`src/rtl/rsq_pkg.sv`:
```
// Constants, rail map and state encoding for the rail sequencer block.
// Assumes a single 40 MHz reference clock and synchronous control inputs.
package rsq_pkg;

  localparam int CLK_HZ = 40_000_000;

  // Time figures in their own units, with cycle counts derived from them.
  localparam int ONE_MS_CYC     = CLK_HZ / 1000;
  localparam int UV_FALL_MS     = 1;
  localparam int UV_FALL_CYC    = UV_FALL_MS * ONE_MS_CYC;
  localparam int UV_RISE_US     = 10;
  localparam int UV_RISE_CYC    = (UV_RISE_US * (CLK_HZ / 1000)) / 1000;
  localparam int ARM_MS         = 5;
  localparam int WAIT_EN_S      = 20;
  localparam int WAIT_EN_MS     = WAIT_EN_S * 1000;
  localparam int LONG_PRESS_S   = 8;
  localparam int LONG_ALT_S     = 15;
  localparam int LONG_PRESS_MS  = LONG_PRESS_S * 1000;
  localparam int LONG_ALT_MS    = LONG_ALT_S * 1000;
  localparam int PDOWN_MS       = 500;
  localparam int DISCHARGE_MS   = 150;
  localparam int DLY_BASE_MS    = 2;
  localparam int DLY_MAX_MS     = 5;
  localparam int DLY_SCALE      = 10;

  // Sequencer shape.
  localparam int NUM_STROBES    = 10;
  localparam int NUM_DELAYS     = 9;
  localparam int STROBE_W       = 4;
  localparam int DELAY_W        = 2;
  localparam int NUM_RAILS      = 10;
  localparam int NUM_SEQ_RAILS  = 8;
  localparam int NUM_MON        = 5;

  // Rail positions in the enable vector.
  localparam int RAIL_BUCK_A    = 0;
  localparam int RAIL_BUCK_B    = 1;
  localparam int RAIL_BUCK_C    = 2;
  localparam int RAIL_BUCK_BOOST = 3;
  localparam int RAIL_BACKUP_LO = 4;
  localparam int RAIL_BACKUP_HI = 5;
  localparam int RAIL_LINEAR    = 6;
  localparam int RAIL_LV_SWITCH = 7;
  localparam int RAIL_5V_SWITCH = 8;
  localparam int RAIL_HV_SWITCH = 9;

  localparam int MON_RAIL [NUM_MON] = '{RAIL_BUCK_A, RAIL_BUCK_B,
                                        RAIL_BUCK_C, RAIL_BUCK_BOOST,
                                        RAIL_LINEAR};

  // Reset values.
  localparam logic [9:0] RAIL_EN_RST  = 10'h000;
  localparam logic [9:0] DISCHG_RST   = 10'h000;

  typedef enum logic [2:0] {
    RSQ_OFF      = 3'h0,
    RSQ_WAIT     = 3'h1,
    RSQ_ACTIVE   = 3'h3,
    RSQ_PDOWN    = 3'h2,
    RSQ_SUSPEND  = 3'h6,
    RSQ_RECOVERY = 3'h7,
    RSQ_STANDBY  = 3'h4
  } rsq_state_t;

endpackage

```
`src/rtl/rsq_rail_monitor.sv`:
```
// Undervoltage supervisor for one monitored rail.
// Assumes the comparator output is synchronous and ms_tick is a 1 ms pulse.
`timescale 1ns/100ps
module rsq_rail_monitor #(
  parameter int FALL_CYC = rsq_pkg::UV_FALL_CYC,
  parameter int RISE_CYC = rsq_pkg::UV_RISE_CYC
) (
  input  wire logic ref_clk,     // Reference clock.
  input  wire logic sys_rst,     // Synchronous reset, active high.
  input  wire logic ms_tick,     // One-cycle pulse each millisecond.
  input  wire logic rail_on,     // Rail enable bit.
  input  wire logic below_thr,   // Rail below 90 percent of target.
  output logic      fault        // Deglitched undervoltage on armed rail.
);

  logic [2:0]  arm_ms;
  logic        armed;
  logic [15:0] glitch_cnt;

  // A rail is given time to ramp before it is judged.
  always_ff @(posedge ref_clk) begin
    if (sys_rst || !rail_on) begin
      arm_ms <= 3'h0;
      armed  <= 1'b0;
    end else if (!armed && ms_tick) begin
      arm_ms <= arm_ms + 3'h1;
      armed  <= (arm_ms == 3'(rsq_pkg::ARM_MS - 1));
    end
  end

  // Only an enabled, armed rail can raise a fault.
  always_ff @(posedge ref_clk) begin
    if (sys_rst || !armed) begin
      fault      <= 1'b0;
      glitch_cnt <= 16'h0000;
    end else if (below_thr != fault) begin
      if (glitch_cnt == 16'(fault ? RISE_CYC - 1 : FALL_CYC - 1)) begin
        fault      <= below_thr;
        glitch_cnt <= 16'h0000;
      end else begin
        glitch_cnt <= glitch_cnt + 16'h0001;
      end
    end else begin
      glitch_cnt <= 16'h0000;
    end
  end

endmodule

```
`src/rtl/rsq_sequencer.sv`:
```
// Power-state machine, ten-strobe rail sequencer and power-good control.
// Assumes all inputs are synchronous to ref_clk and the pin is open drain.
`timescale 1ns/100ps
module rsq_sequencer #(
  parameter int MS_CYCLES      = rsq_pkg::ONE_MS_CYC,
  parameter int UV_FALL_CYCLES = rsq_pkg::UV_FALL_CYC
) (
  input  wire logic        ref_clk,              // Reference clock.
  input  wire logic        sys_rst,              // Synchronous reset.
  input  wire logic        power_button_input,   // Button, low when pressed.
  input  wire logic        adapter_detect_input, // Adapter detect, low active.
  input  wire logic        power_enable_input,   // Host enable, high on.
  input  wire logic        main_supply_present,  // Main supply arrived.
  input  wire logic        supply_lockout,       // Undervoltage lockout.
  input  wire logic        thermal_shutdown,     // Overtemperature shutdown.
  input  wire logic        long_press_select,    // 1: 15 s long press.
  input  wire logic        suspend_select,       // 1: enable low to suspend.
  input  wire logic        powerdown_delay_scale, // 1: power-down gaps x10.
  input  wire logic [31:0] strobe_assignment,    // 4 bits per rail 0..7.
  input  wire logic [17:0] strobe_delay,         // 2 bits per gap, 2..5 ms.
  input  wire logic [7:0]  good_release_delay,   // Good delay in ms.
  input  wire logic        enable_write,         // Software enable write.
  input  wire logic [9:0]  enable_write_data,    // Enable value written.
  input  wire logic [4:0]  rail_below_threshold, // Monitored rails low.
  output logic [9:0]       rail_enable_register, // Live rail enables.
  output logic [9:0]       rail_discharge,       // Discharge path on.
  output logic             rails_good_output_out, // Pin level when driven.
  output logic             rails_good_output_oe, // Pulls the pin low.
  output logic [2:0]       power_state           // Present power state.
);

  rsq_pkg::rsq_state_t state;
  rsq_pkg::rsq_state_t dest;
  rsq_pkg::rsq_state_t next_dest;

  logic        prev_pb;
  logic        prev_ac;
  logic        prev_en;
  logic        prev_sup;
  logic [15:0] ms_cnt;
  logic        ms_tick;
  logic [14:0] wait_ms;
  logic [14:0] press_ms;
  logic [8:0]  pd_ms;
  logic [7:0]  hold_ms;
  logic [7:0]  good_ms;
  logic        seq_up;
  logic        seq_dn;
  logic        seq_first;
  logic        up_done;
  logic [3:0]  strobe_idx;
  logic [5:0]  gap_cnt;
  logic        fire_up;
  logic        fire_dn;
  logic        up_start;
  logic        pd_start;
  logic        final_entry;
  logic        wake;
  logic        clear_ok;
  logic        long_press;
  logic        fault_any;
  logic        sw_ok;
  logic        mon_any_on;
  logic        pg_ok;
  logic [4:0]  mon_fault;
  logic [4:0]  mon_en;
  logic [9:0]  on_evt;
  logic [9:0]  off_evt;

  // Effective strobe of a rail; strobes one and two belong to the backups.
  function automatic logic [3:0] eff_strobe(input logic [31:0] asg,
                                            input int          r);
    logic [3:0] s;
    s = 4'h0;
    if (r < rsq_pkg::NUM_SEQ_RAILS) begin
      s = asg[r*rsq_pkg::STROBE_W +: rsq_pkg::STROBE_W];
    end
    if (s > 4'(rsq_pkg::NUM_STROBES)) begin
      s = 4'h0;
    end
    if (s < 4'h3 && r != rsq_pkg::RAIL_BACKUP_LO &&
        r != rsq_pkg::RAIL_BACKUP_HI) begin
      s = 4'h0;
    end
    return s;
  endfunction

  // Gap in ms after strobe k, field value 0..3 giving 2..5 ms.
  function automatic logic [5:0] gap_ms(input logic [17:0] d,
                                        input logic [3:0]  k);
    logic [1:0] f;
    f = d[(k - 4'h1)*rsq_pkg::DELAY_W +: rsq_pkg::DELAY_W];
    return 6'(rsq_pkg::DLY_BASE_MS) + {4'h0, f};
  endfunction

  function automatic logic is_backup(input int r);
    return (r == rsq_pkg::RAIL_BACKUP_LO) || (r == rsq_pkg::RAIL_BACKUP_HI);
  endfunction

  assign power_state = state;

  always_ff @(posedge ref_clk) begin
    if (sys_rst) begin
      prev_pb  <= 1'b1;
      prev_ac  <= 1'b1;
      prev_en  <= 1'b0;
      prev_sup <= 1'b1;
    end else begin
      prev_pb  <= power_button_input;
      prev_ac  <= adapter_detect_input;
      prev_en  <= power_enable_input;
      prev_sup <= main_supply_present;
    end
  end

  // The prescaler restarts with each sequence so gaps and 500 ms are exact.
  assign ms_tick = (ms_cnt == 16'(MS_CYCLES - 1));

  always_ff @(posedge ref_clk) begin
    if (sys_rst || up_start || pd_start || ms_tick) begin
      ms_cnt <= 16'h0000;
    end else begin
      ms_cnt <= ms_cnt + 16'h0001;
    end
  end

  // Wake and power-down decisions.
  assign clear_ok  = ~supply_lockout & ~thermal_shutdown &
                     (hold_ms >= 8'(rsq_pkg::DISCHARGE_MS));
  assign fault_any = |mon_fault;
  assign long_press = long_press_select ?
                      (press_ms >= 15'(rsq_pkg::LONG_ALT_MS)) :
                      (press_ms >= 15'(rsq_pkg::LONG_PRESS_MS));

  always_comb begin
    wake = 1'b0;
    case (state)
      rsq_pkg::RSQ_OFF:
        wake = (prev_pb & ~power_button_input) |
               (prev_ac & ~adapter_detect_input) |
               (~prev_en & power_enable_input) |
               (~prev_sup & main_supply_present &
                ~adapter_detect_input);
      rsq_pkg::RSQ_STANDBY,
      rsq_pkg::RSQ_SUSPEND:
        wake = (prev_pb & ~power_button_input) |
               (prev_ac & ~adapter_detect_input) |
               power_enable_input;
      rsq_pkg::RSQ_RECOVERY:
        wake = 1'b1;
      default:
        wake = 1'b0;
    endcase
  end

  assign up_start = wake & clear_ok & ~pd_start;

  always_comb begin
    pd_start  = 1'b0;
    next_dest = rsq_pkg::RSQ_OFF;
    if (state == rsq_pkg::RSQ_WAIT || state == rsq_pkg::RSQ_ACTIVE ||
        state == rsq_pkg::RSQ_SUSPEND) begin
      if (supply_lockout || thermal_shutdown || fault_any) begin
        pd_start  = 1'b1;
        next_dest = rsq_pkg::RSQ_RECOVERY;
      end else if (long_press) begin
        pd_start  = 1'b1;
        next_dest = rsq_pkg::RSQ_OFF;
      end else if (state == rsq_pkg::RSQ_WAIT && power_button_input &&
                   adapter_detect_input && !power_enable_input &&
                   wait_ms >= 15'(rsq_pkg::WAIT_EN_MS)) begin
        pd_start  = 1'b1;
        next_dest = rsq_pkg::RSQ_OFF;
      end else if (state == rsq_pkg::RSQ_ACTIVE && !power_enable_input) begin
        pd_start  = 1'b1;
        next_dest = suspend_select ? rsq_pkg::RSQ_SUSPEND :
                                     rsq_pkg::RSQ_STANDBY;
      end
    end
  end

  assign final_entry = (state == rsq_pkg::RSQ_PDOWN) && ms_tick &&
                       (pd_ms == 9'(rsq_pkg::PDOWN_MS - 1));

  always_ff @(posedge ref_clk) begin
    if (sys_rst) begin
      state <= rsq_pkg::RSQ_OFF;
      dest  <= rsq_pkg::RSQ_OFF;
    end else begin
      case (state)
        rsq_pkg::RSQ_WAIT: begin
          if (pd_start) begin
            state <= rsq_pkg::RSQ_PDOWN;
            dest  <= next_dest;
          end else if (power_enable_input) begin
            state <= rsq_pkg::RSQ_ACTIVE;
          end
        end
        rsq_pkg::RSQ_ACTIVE,
        rsq_pkg::RSQ_SUSPEND: begin
          if (pd_start) begin
            state <= rsq_pkg::RSQ_PDOWN;
            dest  <= next_dest;
          end else if (up_start) begin
            state <= rsq_pkg::RSQ_WAIT;
          end
        end
        rsq_pkg::RSQ_PDOWN: begin
          if (final_entry) begin
            state <= dest;
          end
        end
        default: begin
          if (up_start) begin
            state <= rsq_pkg::RSQ_WAIT;
          end
        end
      endcase
    end
  end

  // Millisecond timers.
  always_ff @(posedge ref_clk) begin
    if (sys_rst || state != rsq_pkg::RSQ_WAIT) begin
      wait_ms <= 15'h0000;
    end else if (ms_tick && wait_ms != 15'h7fff) begin
      wait_ms <= wait_ms + 15'h0001;
    end
  end

  always_ff @(posedge ref_clk) begin
    if (sys_rst || power_button_input) begin
      press_ms <= 15'h0000;
    end else if (ms_tick && press_ms != 15'h7fff) begin
      press_ms <= press_ms + 15'h0001;
    end
  end

  always_ff @(posedge ref_clk) begin
    if (sys_rst || state != rsq_pkg::RSQ_PDOWN) begin
      pd_ms <= 9'h000;
    end else if (ms_tick) begin
      pd_ms <= pd_ms + 9'h001;
    end
  end

  // Discharge hold: no new power-up until discharge has had its minimum.
  always_ff @(posedge ref_clk) begin
    if (sys_rst) begin
      hold_ms <= 8'(rsq_pkg::DISCHARGE_MS);
    end else if (pd_start) begin
      hold_ms <= 8'h00;
    end else if (ms_tick && hold_ms < 8'(rsq_pkg::DISCHARGE_MS)) begin
      hold_ms <= hold_ms + 8'h01;
    end
  end

  // Strobe engine, shared by power-up and power-down.
  assign fire_up = seq_up & (seq_first | (ms_tick & (gap_cnt == 6'h01)));
  assign fire_dn = seq_dn & (seq_first | (ms_tick & (gap_cnt == 6'h01)));

  always_ff @(posedge ref_clk) begin
    if (sys_rst) begin
      seq_up     <= 1'b0;
      seq_dn     <= 1'b0;
      seq_first  <= 1'b0;
      up_done    <= 1'b0;
      strobe_idx <= 4'h0;
      gap_cnt    <= 6'h00;
    end else if (pd_start) begin
      seq_up     <= 1'b0;
      seq_dn     <= 1'b1;
      seq_first  <= 1'b1;
      up_done    <= 1'b0;
      strobe_idx <= 4'(rsq_pkg::NUM_STROBES);
    end else if (up_start) begin
      seq_up     <= 1'b1;
      seq_dn     <= 1'b0;
      seq_first  <= 1'b1;
      up_done    <= 1'b0;
      strobe_idx <= 4'h1;
    end else if (fire_up) begin
      seq_first <= 1'b0;
      if (strobe_idx == 4'(rsq_pkg::NUM_STROBES)) begin
        seq_up  <= 1'b0;
        up_done <= 1'b1;
      end else begin
        strobe_idx <= strobe_idx + 4'h1;
        gap_cnt    <= gap_ms(strobe_delay, strobe_idx);
      end
    end else if (fire_dn) begin
      seq_first <= 1'b0;
      if (strobe_idx == 4'h1) begin
        seq_dn <= 1'b0;
      end else begin
        strobe_idx <= strobe_idx - 4'h1;
        gap_cnt    <= powerdown_delay_scale ?
                      6'(gap_ms(strobe_delay, strobe_idx - 4'h1) *
                         6'(rsq_pkg::DLY_SCALE)) :
                      gap_ms(strobe_delay, strobe_idx - 4'h1);
      end
    end else if (ms_tick && gap_cnt != 6'h00 && (seq_up || seq_dn)) begin
      gap_cnt <= gap_cnt - 6'h01;
    end
  end

  // Rail switching events; later conditions take precedence.
  assign sw_ok = enable_write & ~seq_up & ~seq_dn;

  always_comb begin
    on_evt  = 10'h000;
    off_evt = 10'h000;
    for (int i = 0; i < rsq_pkg::NUM_RAILS; i++) begin
      if (sw_ok && (!is_backup(i) || state == rsq_pkg::RSQ_OFF)) begin
        on_evt[i]  = enable_write_data[i];
        off_evt[i] = ~enable_write_data[i];
      end
      if (fire_up && eff_strobe(strobe_assignment, i) == strobe_idx &&
          eff_strobe(strobe_assignment, i) != 4'h0) begin
        on_evt[i]  = 1'b1;
        off_evt[i] = 1'b0;
      end
      if (fire_dn && !is_backup(i) &&
          eff_strobe(strobe_assignment, i) == strobe_idx &&
          eff_strobe(strobe_assignment, i) != 4'h0) begin
        on_evt[i]  = 1'b0;
        off_evt[i] = 1'b1;
      end
      if (pd_start && next_dest != rsq_pkg::RSQ_SUSPEND &&
          i < rsq_pkg::NUM_SEQ_RAILS && !is_backup(i) &&
          eff_strobe(strobe_assignment, i) == 4'h0) begin
        on_evt[i]  = 1'b0;
        off_evt[i] = 1'b1;
      end
      if (final_entry && dest != rsq_pkg::RSQ_SUSPEND &&
          i >= rsq_pkg::NUM_SEQ_RAILS) begin
        on_evt[i]  = 1'b0;
        off_evt[i] = 1'b1;
      end
      if (is_backup(i) && final_entry && dest == rsq_pkg::RSQ_OFF) begin
        on_evt[i]  = 1'b0;
        off_evt[i] = 1'b1;
      end
      if (is_backup(i) && up_start && state == rsq_pkg::RSQ_OFF) begin
        on_evt[i]  = 1'b1;
        off_evt[i] = 1'b0;
      end
    end
  end

  always_ff @(posedge ref_clk) begin
    if (sys_rst) begin
      rail_enable_register <= rsq_pkg::RAIL_EN_RST;
    end else begin
      rail_enable_register <= (rail_enable_register | on_evt) &
                              ~off_evt;
    end
  end

  // A rail switched off discharges until it is enabled again.
  always_ff @(posedge ref_clk) begin
    if (sys_rst) begin
      rail_discharge <= rsq_pkg::DISCHG_RST;
    end else begin
      rail_discharge <= (rail_discharge | off_evt) & ~on_evt;
    end
  end

  // Supervisor channels for the five monitored rails.
  generate
    for (genvar m = 0; m < rsq_pkg::NUM_MON; m++) begin : g_mon
      assign mon_en[m] = rail_enable_register[rsq_pkg::MON_RAIL[m]];
      rsq_rail_monitor #(
        .FALL_CYC (UV_FALL_CYCLES),
        .RISE_CYC (rsq_pkg::UV_RISE_CYC)
      ) u_mon (
        .ref_clk   (ref_clk),
        .sys_rst   (sys_rst),
        .ms_tick   (ms_tick),
        .rail_on   (mon_en[m]),
        .below_thr (rail_below_threshold[m]),
        .fault     (mon_fault[m])
      );
    end
  endgenerate

  // Power-good release timing.
  always_ff @(posedge ref_clk) begin
    if (sys_rst || !up_done) begin
      good_ms <= 8'h00;
    end else if (ms_tick && good_ms != 8'hff) begin
      good_ms <= good_ms + 8'h01;
    end
  end

  assign mon_any_on = |mon_en;
  assign pg_ok = up_done && (good_ms >= good_release_delay) &&
                 !fault_any &&
                 mon_any_on &&
                 !pd_start &&
                 (state == rsq_pkg::RSQ_WAIT ||
                  state == rsq_pkg::RSQ_ACTIVE);

  // The pin is only ever pulled low; high comes from the external pull-up.
  always_ff @(posedge ref_clk) begin
    if (sys_rst) begin
      rails_good_output_oe  <= 1'b1;
      rails_good_output_out <= 1'b0;
    end else begin
      rails_good_output_oe  <= ~pg_ok;
      rails_good_output_out <= 1'b0;
    end
  end

endmodule

```
`config.mk`:
```
export PLATFORM = sky130hd
export DESIGN_NAME = rsq_sequencer
export DESIGN_NICKNAME = d
export VERILOG_FILES = /design/src/rtl/rsq_pkg.sv /design/src/rtl/rsq_rail_monitor.sv /design/src/rtl/rsq_sequencer.sv
export SDC_FILE = /design/constraint.sdc
export NUM_CORES = 1
export LEC_CHECK = 0
export ABC_AREA = 1
export BUFFER_PORTS_ARGS = -buffer_cell sky130_fd_sc_hd__buf_2
export CAP_MARGIN = 10
export CORE_MARGIN = 2
export CORE_UTILIZATION = 65
export CTS_CLUSTER_DIAMETER = 80
export DETAILED_ROUTE_END_ITERATION = 10
export HOLD_SLACK_MARGIN = 0.1
export PLACE_DENSITY = 0.89
export SETUP_SLACK_MARGIN = 0.5
export SYNTH_ARGS = -nofsm -noshare
export SYNTH_HDL_FRONTEND = slang
export SYNTH_SLANG_ARGS = --single-unit
```
`constraint.sdc`:
```
create_clock -name ref_clk -period 6.2 [get_ports ref_clk]
set_input_delay 0.31 -clock ref_clk [delete_from_list [all_inputs] [get_ports ref_clk]]
set_output_delay 0.31 -clock ref_clk [all_outputs]
set_load 0.005 [all_outputs]
```
### After elaboration in Yosys (flattened, before gate mapping)

Cells that the tools add are included.

| operators by class | value |
|---|---|
| equal/unequal tests | 51 |
| bitwise gates (word level) | 51 |
| multiply operators | 1 |
| multiplexer cells | 136 |
| shift operators | 2 |
| add/sub/neg operators | 23 |
| magnitude comparators | 20 |
| reduce and logical (&&, ||, !) cells | 150 |

Operators with widths:

| kind | number |
|---|---|
| $add 16x1->16 const B | 6 |
| $mux 1 | 90 |
| $eq 16x16->1 | 5 |
| $mux 16 | 5 |
| $mux 4 | 20 |
| $shiftx 18x33->2 | 2 |
| $logic_and 1x1->1 | 62 |
| $mux 6 | 6 |
| $reduce_bool 4->1 | 9 |
| $eq 4x4->1 | 8 |
| $gt 4x4->1 const B | 8 |
| $add 15x1->15 const B | 2 |
| $mux 3 | 10 |
| $ne 15x15->1 const B | 2 |
| $not 1->1 | 26 |
| $eq 3x3->1 const B | 8 |
| $logic_not 4->1 | 6 |
| $lt 4x2->1 const B | 6 |
| $logic_or 1x1->1 | 22 |
| $reduce_or 3->1 | 7 |
| $and 10x10->10 | 2 |
| $not 10->10 | 2 |
| $or 10x10->10 | 2 |
| $ne 3x3->1 const B | 6 |
| other kinds (44) | 112 |

| storage, ports and cells | value |
|---|---|
| input port bits | 85 |
| register bits | 221 |
| logic and storage cells | 478 |

### Longest topological paths before layout

Gate-level depths: netlist (run 1).

| depth | value |
|---|---|
| word-level depth | 15 |
| mapped depth | 19 |
| depth with buffers taken out | 18 |

### Cells and area by module

From an unflattened synthesis (run 1), not the netlist that was laid out.

| unflattened totals | value |
|---|---|
| cells, all modules | 2046 |
| area, all modules | 13374.1 µm² |

Modules (own cells, without submodules):

| module | sequential area each (µm²) | cells each | times used | area each (µm²) |
|---|---|---|---|---|
| rsq_sequencer | 2322.2 | 1291 | 1 | 7981.4 |
| rsq_rail_monitor | 420.4 | 151 | 5 | 1078.5 |

### Least setup slack after synthesis (run 1)

No wires, ideal clock.

| timing | value |
|---|---|
| path type | register -> register |
| from | register strobe_idx[0] |
| to | register gap_cnt[2] |
| setup slack | 3.746 ns |
| period minus slack after synthesis | 2.454 ns |
| required time | 6.066 ns |
| buffers on the path | 1 |
| stages on the path, launching flop included | 19 |
| arrival | 2.319 ns |
| setup time | 0.134 ns |
| cells stage by stage | dfxtp_1 buf_2 inv_2 ha_1 nor2_1 nand2_1 nand2_1 nor2_1 nand2_1 nand2_1 nand2_1 and3_1 ha_1 inv_1 nand3_1 nand3_1 nand2_1 nand3_1 a21oi_1 |

| on the way | value |
|---|---|
| longest elaborated chain between the ends | 9 |

RTL lines:

| what | RTL line | RTL |
|---|---|---|
| start, declared | rsq_sequencer.sv:51 | `logic [3:0] strobe_idx;` |
| start signal, assigned | rsq_sequencer.sv:275 | `strobe_idx <= 4'(rsq_pkg::NUM_STROBES);` |
| start signal, assigned | rsq_sequencer.sv:288 | `strobe_idx <= strobe_idx + 4'h1;` |
| start signal, assigned | rsq_sequencer.sv:296 | `strobe_idx <= strobe_idx - 4'h1;` |
| $sub 4x1->4 | rsq_sequencer.sv:298, rsq_sequencer.sv:300 |  |
| $sub 4x1->5 | rsq_sequencer.sv:92 | `f = d[(k - 4'h1)*rsq_pkg::DELAY_W +: rsq_pkg::DELAY_W];` |
| $shiftx 18x33->2 | rsq_sequencer.sv:92 |  |
| $add 2x2->3 | rsq_sequencer.sv:93 | `return 6'(rsq_pkg::DLY_BASE_MS) + {4'h0, f};` |
| $mul 6x3->5 | rsq_sequencer.sv:298 | `6'(gap_ms(strobe_delay, strobe_idx - 4'h1) *` |
| $mux 6 | rsq_sequencer.sv:297 | `gap_cnt <= powerdown_delay_scale ?` |
| $mux 6 | rsq_sequencer.sv:293 | `if (strobe_idx == 4'h1) begin` |
| $mux 6 | rsq_sequencer.sv:291 | `end else if (fire_dn) begin` |
| $mux 6 | rsq_sequencer.sv:282 | `end else if (fire_up) begin` |
| end signal, assigned | rsq_sequencer.sv:289 | `gap_cnt <= gap_ms(strobe_delay, strobe_idx);` |
| end signal, assigned | rsq_sequencer.sv:297 |  |
| end signal, assigned | rsq_sequencer.sv:303 | `gap_cnt <= gap_cnt - 6'h01;` |
| end, declared | rsq_sequencer.sv:52 | `logic [5:0] gap_cnt;` |

Several ways; a longest one is shown, not always the timed one. The select of a mux whose other input is x is not followed.
A chain may end at the register's enable or synchronous reset.

### Worst setup path in the final report (run 1)

Same ends and word-level chain as after synthesis.

==> impl_metrics.py, run 1 <==
metrics = {
    "run_status": {
        "outcome": "complete, no violations",
    },
    "layout": {
        "seqCellArea_um2": 4420,
        "final_cells": 2245,
        "area_delta_synth_final_pct": 12.1,
        "diodes": 0,
        "multiInputGateArea_um2": 7110,
        "drive_gt1_share_pct": 11.9,
        "n_fill_cell": 1503,
        "fin_nets": 2090,
    },
    "synthesis": {
        "synth-edff-count": 0,
        "yosys_register_bits": 221,
        "synth_top_area_share_pct": 34.9,
        "ys_async_sr_fraction_pct": 0,
        "synth_area_um2": 12700,
        "seq_area_frac_synth_pct": 34.9,
        "ys_types": 61,
        "synth_most_common_cell": "nand2_1",
        "synth_cells": 1852,
        "syn-num-nets": 1977,
        "yosysWarnings": 0,
        "synth_area_leaders": "dfxtp_1 35%, nand2_1 12%, inv_1 7.1%",
        "synth_common_cells": "401 x nand2_1, 239 x inv_1, 226 x nor2_1",
        "yosys.area.top_type": "dfxtp_1",
        "synth_flop_cell": "dfxtp_1",
        "avgSynthCellArea_um2": 6.85,
    },
    "route": {
        "routed_wl_um": 30800,
        "first_pass_iters": 6,
        "wire_per_inst_um": 13.7,
        "routed_via_density": 5.61,
        "dr_total_vias": 12600,
        "antenna_left": 0,
        "drcViolationCount": 0,
        "drtIter0Drc": 983,
    },
    "clocking": {
        "cts_setup_buffers": 0,
        "clk_root_buffer_cell": "clkbuf_16",
        "cts_resized": 0,
        "cts_num_sinks": 221,
        "ctsHoldBuffers": 9,
        "cts_buffers": 24,
        "tritoncts": "yes",
        "worstSkewPairLatency_ns": 0.52,
        "clk_pin_slew_worst_paths_ns": 0.06,
        "h-tree-depth": 1,
        "clock_path_buffers": 3,
    },
    "sta": {
        "whs_ns": 0.117,
        "slew_violations": 0,
        "post-route-period-util_pct": 52.6,
        "fin_crit_ns": 3.26,
        "tightest_slew_ns": 0.818,
        "slew_headroom_pct": 44.6,
        "setup_viol": 0,
        "fmax_mhz": 306,
        "finalSetupTns_ns": 0,
        "final-hold-violation-count": 0,
        "finClkSkew_ns": 0.0121,
        "rsz0062_at_grt": "no",
    },
    "global_routing": {
        "grt_pass1_wl_um": 52100,
        "grt_max_degree": 36,
        "antenna_found_initial": 0,
        "grt_pass1_vias": 11900,
        "grt_overflow_total": 0,
        "grt.total_usage_pct": 30.0,
    },
    "min_path": {
        "min-delay-start": "rail_below_threshold[3]",
        "hp-class": "in2reg",
    },
    "placement": {
        "hpwl_um": 22500,
        "dp_cells": 2195,
        "gp_congestion": 0.965,
        "io_buffers": 108,
    },
    "floorplanning": {
        "coreArea_um2": 19300,
        "die_h_um": 144,
        "start_util_pct": 65.7,
        "ios": 110,
        "num_rows": 51,
        "die_w_um": 144,
        "dieArea_um2": 20700,
    },
    "job": {
        "drv_cap": 0,
    },
    "critical_path": {
        "worstPathArrival_ns": 3.63,
        "worstSetupStartpoint": "strobe_idx[0]",
        "worst-r2r-setup-slack_ns": 2.94,
        "crit_fanout": 17,
        "rr_startpoint": "strobe_idx[0]",
        "crit_required_ns": 6.57,
        "path_class": "reg2reg",
        "crit_path_start_kind": "flip-flop",
        "critPathCaptureType": "flip-flop",
    },
    "pwr": {
        "powerDensity_nw_per_um2": 269,
        "leakage_nw": 5.88,
        "ir_worst_vdd_v": 0.000267,
    },
}
path summary, 6_finish.rpt:
path	cells after the start	to
max	17	gap_cnt[2]
min	3	g_mon[3].u_mon.fault
max reg2reg	17	gap_cnt[2]
min reg2reg	1	ms_cnt[0]
cell type report:
type	count	share of cell area (%)
multi-input combinational	1340	50.0
sequential	221	31.1
inverter	259	6.84
clock buffer	38	5.09
timing repair buffer	119	4.54
tap	265	2.33
clock inverter	3	0.141
metrics by stage:
step	cell area [um^2]	setup slack [ns]	utilization [%]	power (mW)
final	14200	2.94	73.6	3.83
after global routing	14200	2.60	73.6	4.02
after CTS	14200	3.01	73.6	3.82
after detailed placement	13400	3.01	69.3	2.47
after global placement	13400	3.14	69.3	2.43
after floorplan	12700	3.75	-	2.24
state kept, by name, summed over array words and instances, names as in the netlist, 3 cells and up:
| signal | cells |
|---|---|
| dest | 3 |
| g_mon.u_mon.arm_ms | 15 |
| g_mon.u_mon.armed | 5 |
| g_mon.u_mon.fault | 5 |
| g_mon.u_mon.glitch_cnt | 80 |
| gap_cnt | 6 |
| good_ms | 8 |
| hold_ms | 8 |
| ms_cnt | 16 |
| pd_ms | 9 |
| power_state | 3 |
| press_ms | 15 |
| rail_discharge | 10 |
| rail_enable_register | 10 |
| strobe_idx | 4 |
| wait_ms | 15 |
critical path: stages, from the launching register on:
cell and delay (ns):
dfxtp_1 0.78, inv_2 0.21, ha_1 0.45, nor2_1 0.44, nand2_1 0.10, nand2_1 0.09, nor2_1 0.04, nand2_1 0.05
nand2_1 0.05, nand2_1 0.08, and3_1 0.19, ha_1 0.24, inv_1 0.05, nand3_1 0.07, nand3_1 0.09, nand2_1 0.06
nand3_1 0.07, a21oi_1 0.06
cell families after synthesis:
| group | after synthesis | share of synthesized area [%] |
|---|---|---|
| AOI/OAI and AO/OA | 236 | 10.6 |
| xor gates and xnor gates | 71 | 4.90 |
| adders and majority gates | 40 | 3.94 |
| buffers and inverters | 291 | 9.16 |
| DFF | 221 | 34.9 |
| other | 1 | 0.0295 |
| and+or+nand+nor | 992 | 36.6 |
cell usage in the layout (no fill, tap or decap), drive strengths merged, types with 38 or more instances in the layout:
| cell type | Yosys | routed |
|---|---|---|
| xor2 | 54 | 54 |
| clkbuf | 6 | 38 |
| inv | 255 | 255 |
| a21oi | 115 | 115 |
| nand3 | 154 | 154 |
| o21ai | 72 | 72 |
| buf | 26 | 110 |
| dfxtp | 221 | 221 |
| ha | 40 | 40 |
| nor2 | 240 | 240 |
| nor3 | 84 | 84 |
| nand2 | 418 | 418 |
report_power, final:
group          total, mW  leakage [nW]  switching [mW]  internal (mW)
combinational      0.912          3.74           0.596          0.316
clock               1.36         0.358           0.564          0.795
sequential          1.56          1.79          0.0809           1.48
total               3.83          5.88            1.24           2.59
metal layers:
metal  part of all wire, %  GRT usage (%)
met4                   3.0           10.4
met1                    42           36.7
met5                     0              0
met2                    49           53.7
met3                   5.9           4.57
Power figures use the tool's default switching activity.
==> run 2, diff against run 1 <==
- CORE_UTILIZATION: 65 -> 61
- PLACE_DENSITY: 0.89 -> 0.84
- clock period: 6.2 -> 3.43 ns (I/O delays scaled with it)
==> run 2 against run 1 <==
Final cell count grew 0.76%. Sequential power up 78%. Core utilization is 3.0 points lower. Non-clock buffer count increased by 17. Total power up 78%. Sequential share of layout area decreased by 0.22 points. Die area rose by 6.4%. Wire length up 0.72%. Setup slack worse by 2.2 ns. Count of clock-buffer cells in the layout decreased by 5. Clock skew up 0.0059 ns.
==> impl_metrics.py, run 2 (same netlist as run 1, synthesis figures left out) <==
metrics = {
    "run_status": {
        "outcome": "complete, no violations",
    },
    "floorplanning": {
        "ios": 110,
        "die_w_um": 148,
        "num_rows": 52,
        "start_util_pct": 62.5,
        "coreArea_um2": 20300,
        "dieArea_um2": 22000,
        "die_h_um": 148,
    },
    "critical_path": {
        "crit_fanout": 8,
        "worst-r2r-setup-slack_ns": 0.74,
        "r2r-end": "gap_cnt[2]",
        "path_class": "reg2reg",
        "worstPathArrival_ns": 3.05,
        "crit_path_max_incr_delay_ns": 0.41,
        "cp_slowest_cell": "nor2_1",
        "critPathCaptureType": "flip-flop",
        "rr_startpoint": "strobe_idx[1]",
        "crit_path_start_kind": "flip-flop",
        "crit_chain": "inv_1 -> ha_1 -> nor2_1 -> nand2_1 -> nand2_1 -> nor2_1 -> nand2_1 -> nand2_1 -> nand2_1 -> and3_1 -> ha_1 -> inv_1 -> nand3_1 -> nand3_1 -> nand2_1 -> nand3_1 -> a21oi_1",
        "reg2reg_depth": 17,
        "crit_required_ns": 3.80,
        "path_buf_inv": 2,
        "crit_family": "simple AND/OR/NAND/NOR gates",
        "cp_common_cell": "nand2_1",
    },
    "sta": {
        "final-hold-violation-count": 0,
        "tightest_slew_ns": 0.792,
        "finClkSkew_ns": 0.0179,
        "finalSetupTns_ns": 0,
        "slew_headroom_pct": 46.4,
        "fmax_mhz": 372,
        "post-route-period-util_pct": 78.3,
        "slew_violations": 0,
        "rsz0062_at_grt": "no",
        "fin_crit_ns": 2.69,
        "setup_viol": 0,
    },
    "clocking": {
        "clk_pin_slew_worst_paths_ns": 0.06,
        "cts_setup_buffers": 0,
        "tritoncts": "yes",
        "worstSkewPairLatency_ns": 0.52,
        "clock_path_buffers": 3,
        "clk_root_buffer_cell": "clkbuf_16",
        "h-tree-depth": 1,
        "cts_buffers": 23,
        "cts_num_sinks": 221,
    },
    "pwr": {
        "leakage_nw": 5.93,
        "powerDensity_nw_per_um2": 476,
        "ir_worst_vdd_v": 0.000414,
        "power_mw": 6.81,
    },
    "global_routing": {
        "grt_overflow_total": 0,
        "grt_pass1_wl_um": 51800,
        "grt_pass1_vias": 11700,
        "grt_max_degree": 25,
        "grt.total_usage_pct": 27.7,
        "antenna_found_initial": 0,
    },
    "min_path": {
        "hp-class": "in2reg",
        "holdPathEnd": "dest[0]",
        "min_delay_path_depth": 5,
        "min-delay-start": "supply_lockout",
    },
    "route": {
        "first_pass_iters": 6,
        "drcViolationCount": 0,
        "routed_wl_um": 31000,
        "dr_total_vias": 12500,
        "wire_per_inst_um": 13.7,
        "drtIter0Drc": 855,
        "routed_via_density": 5.54,
        "antenna_left": 0,
    },
    "placement": {
        "gp_congestion": 0.910,
        "io_buffers": 108,
        "hpwl_um": 22900,
        "dp_cells": 2205,
    },
    "layout": {
        "final_cells": 2262,
        "layout_commonest_cell": "nand2_1",
        "fin_nets": 2106,
        "largest_reg_flops": 80,
        "drive_gt1_share_pct": 11.9,
        "regMostFlops": "g_mon.u_mon.glitch_cnt",
        "top_regs": "g_mon.u_mon.glitch_cnt x80, ms_cnt x16",
        "diodes": 0,
        "area_delta_synth_final_pct": 12.9,
        "layout_common_cells": "401 x nand2_1, 239 x inv_1, 226 x nor2_1",
    },
    "job": {
        "drv_cap": 0,
    },
}
[run 2: cell types whose count changed in the layout (fill, tap and decap cells not counted)]
cell | before | now
clkbuf_16 | 25 | 23
inv_6 | 0 | 1
clkinvlp_4 | 2 | 0
dlygate4sd3_1 | 9 | 21
clkinv_2 | 2 | 3
buf_4 | 2 | 7
clkbuf_1 | 8 | 5
[run 2: metal layers]
layer  share of wire [%]  track usage, %  wire (um)  vias to the layer above
met5                   0               0          0                        -
li1                    -               -          -                     6281
met4                 2.3            6.76        705                        0
met1                  43            35.2      13500                     5800
met2                  48            49.9      15000                      375
met3                 5.9            3.50       1840                       69
[run 2: what timing repair did]
action                                  4_1_cts  5_1_grt
hold buffers                                 21        0
endpoints found under the setup margin        0        0
resized for setup                             0        0
endpoints found under the hold margin        31        0
[run 2: metrics by stage]
stage	area (um^2)	setup slack [ns]	utilization, %	hold WS (ns)
after floorplan	12700	0.976	-	0.267
after global placement	13400	0.895	66.2	0.379
final	14300	0.745	70.6	0.136
after global routing	14300	0.511	70.6	0.218
after detailed placement	13400	0.810	66.2	0.383
after CTS	14300	0.803	70.6	0.124
[run 2: where the power goes]
group | internal, mW | total [mW] | switching, mW
sequential | 2.67 | 2.78 | 0.107
combinational | 0.595 | 1.72 | 1.13
clock | 1.33 | 2.31 | 0.986
[run 2: worst reg2reg max path, stage by stage, from the launching register on]
cell and delay (ns):
dfxtp_1 0.31, inv_1 0.21, ha_1 0.36, nor2_1 0.41
nand2_1 0.09, nand2_1 0.09, nor2_1 0.04, nand2_1 0.05
nand2_1 0.05, nand2_1 0.07, and3_1 0.19, ha_1 0.24
inv_1 0.07, nand3_1 0.08, nand3_1 0.09, nand2_1 0.06
nand3_1 0.08, a21oi_1 0.06
[run 2: area by class of cell]
cell class	count	area, um^2
Inverter	259	973
Multi-Input combinational cell	1340	7110
Clock inverter	3	18.8
Tap cell	270	338
Sequential cell	221	4420
Fill cell	1711	5970
Timing Repair Buffer	136	803
Clock buffer	33	663
[run 2: how the worst max path moves through the flow]
stage | end | depth (start not counted) | slack [ns] | start
detailed placement | gap_cnt[2] | 17 | 0.81 | strobe_idx[1]
CTS | gap_cnt[2] | 17 | 0.80 | strobe_idx[1]
finish | gap_cnt[2] | 17 | 0.74 | strobe_idx[1]
floorplan | gap_cnt[2] | 18 | 0.98 | strobe_idx[0]
global placement | gap_cnt[2] | 17 | 0.89 | strobe_idx[1]
global route | gap_cnt[2] | 17 | 0.51 | strobe_idx[1]
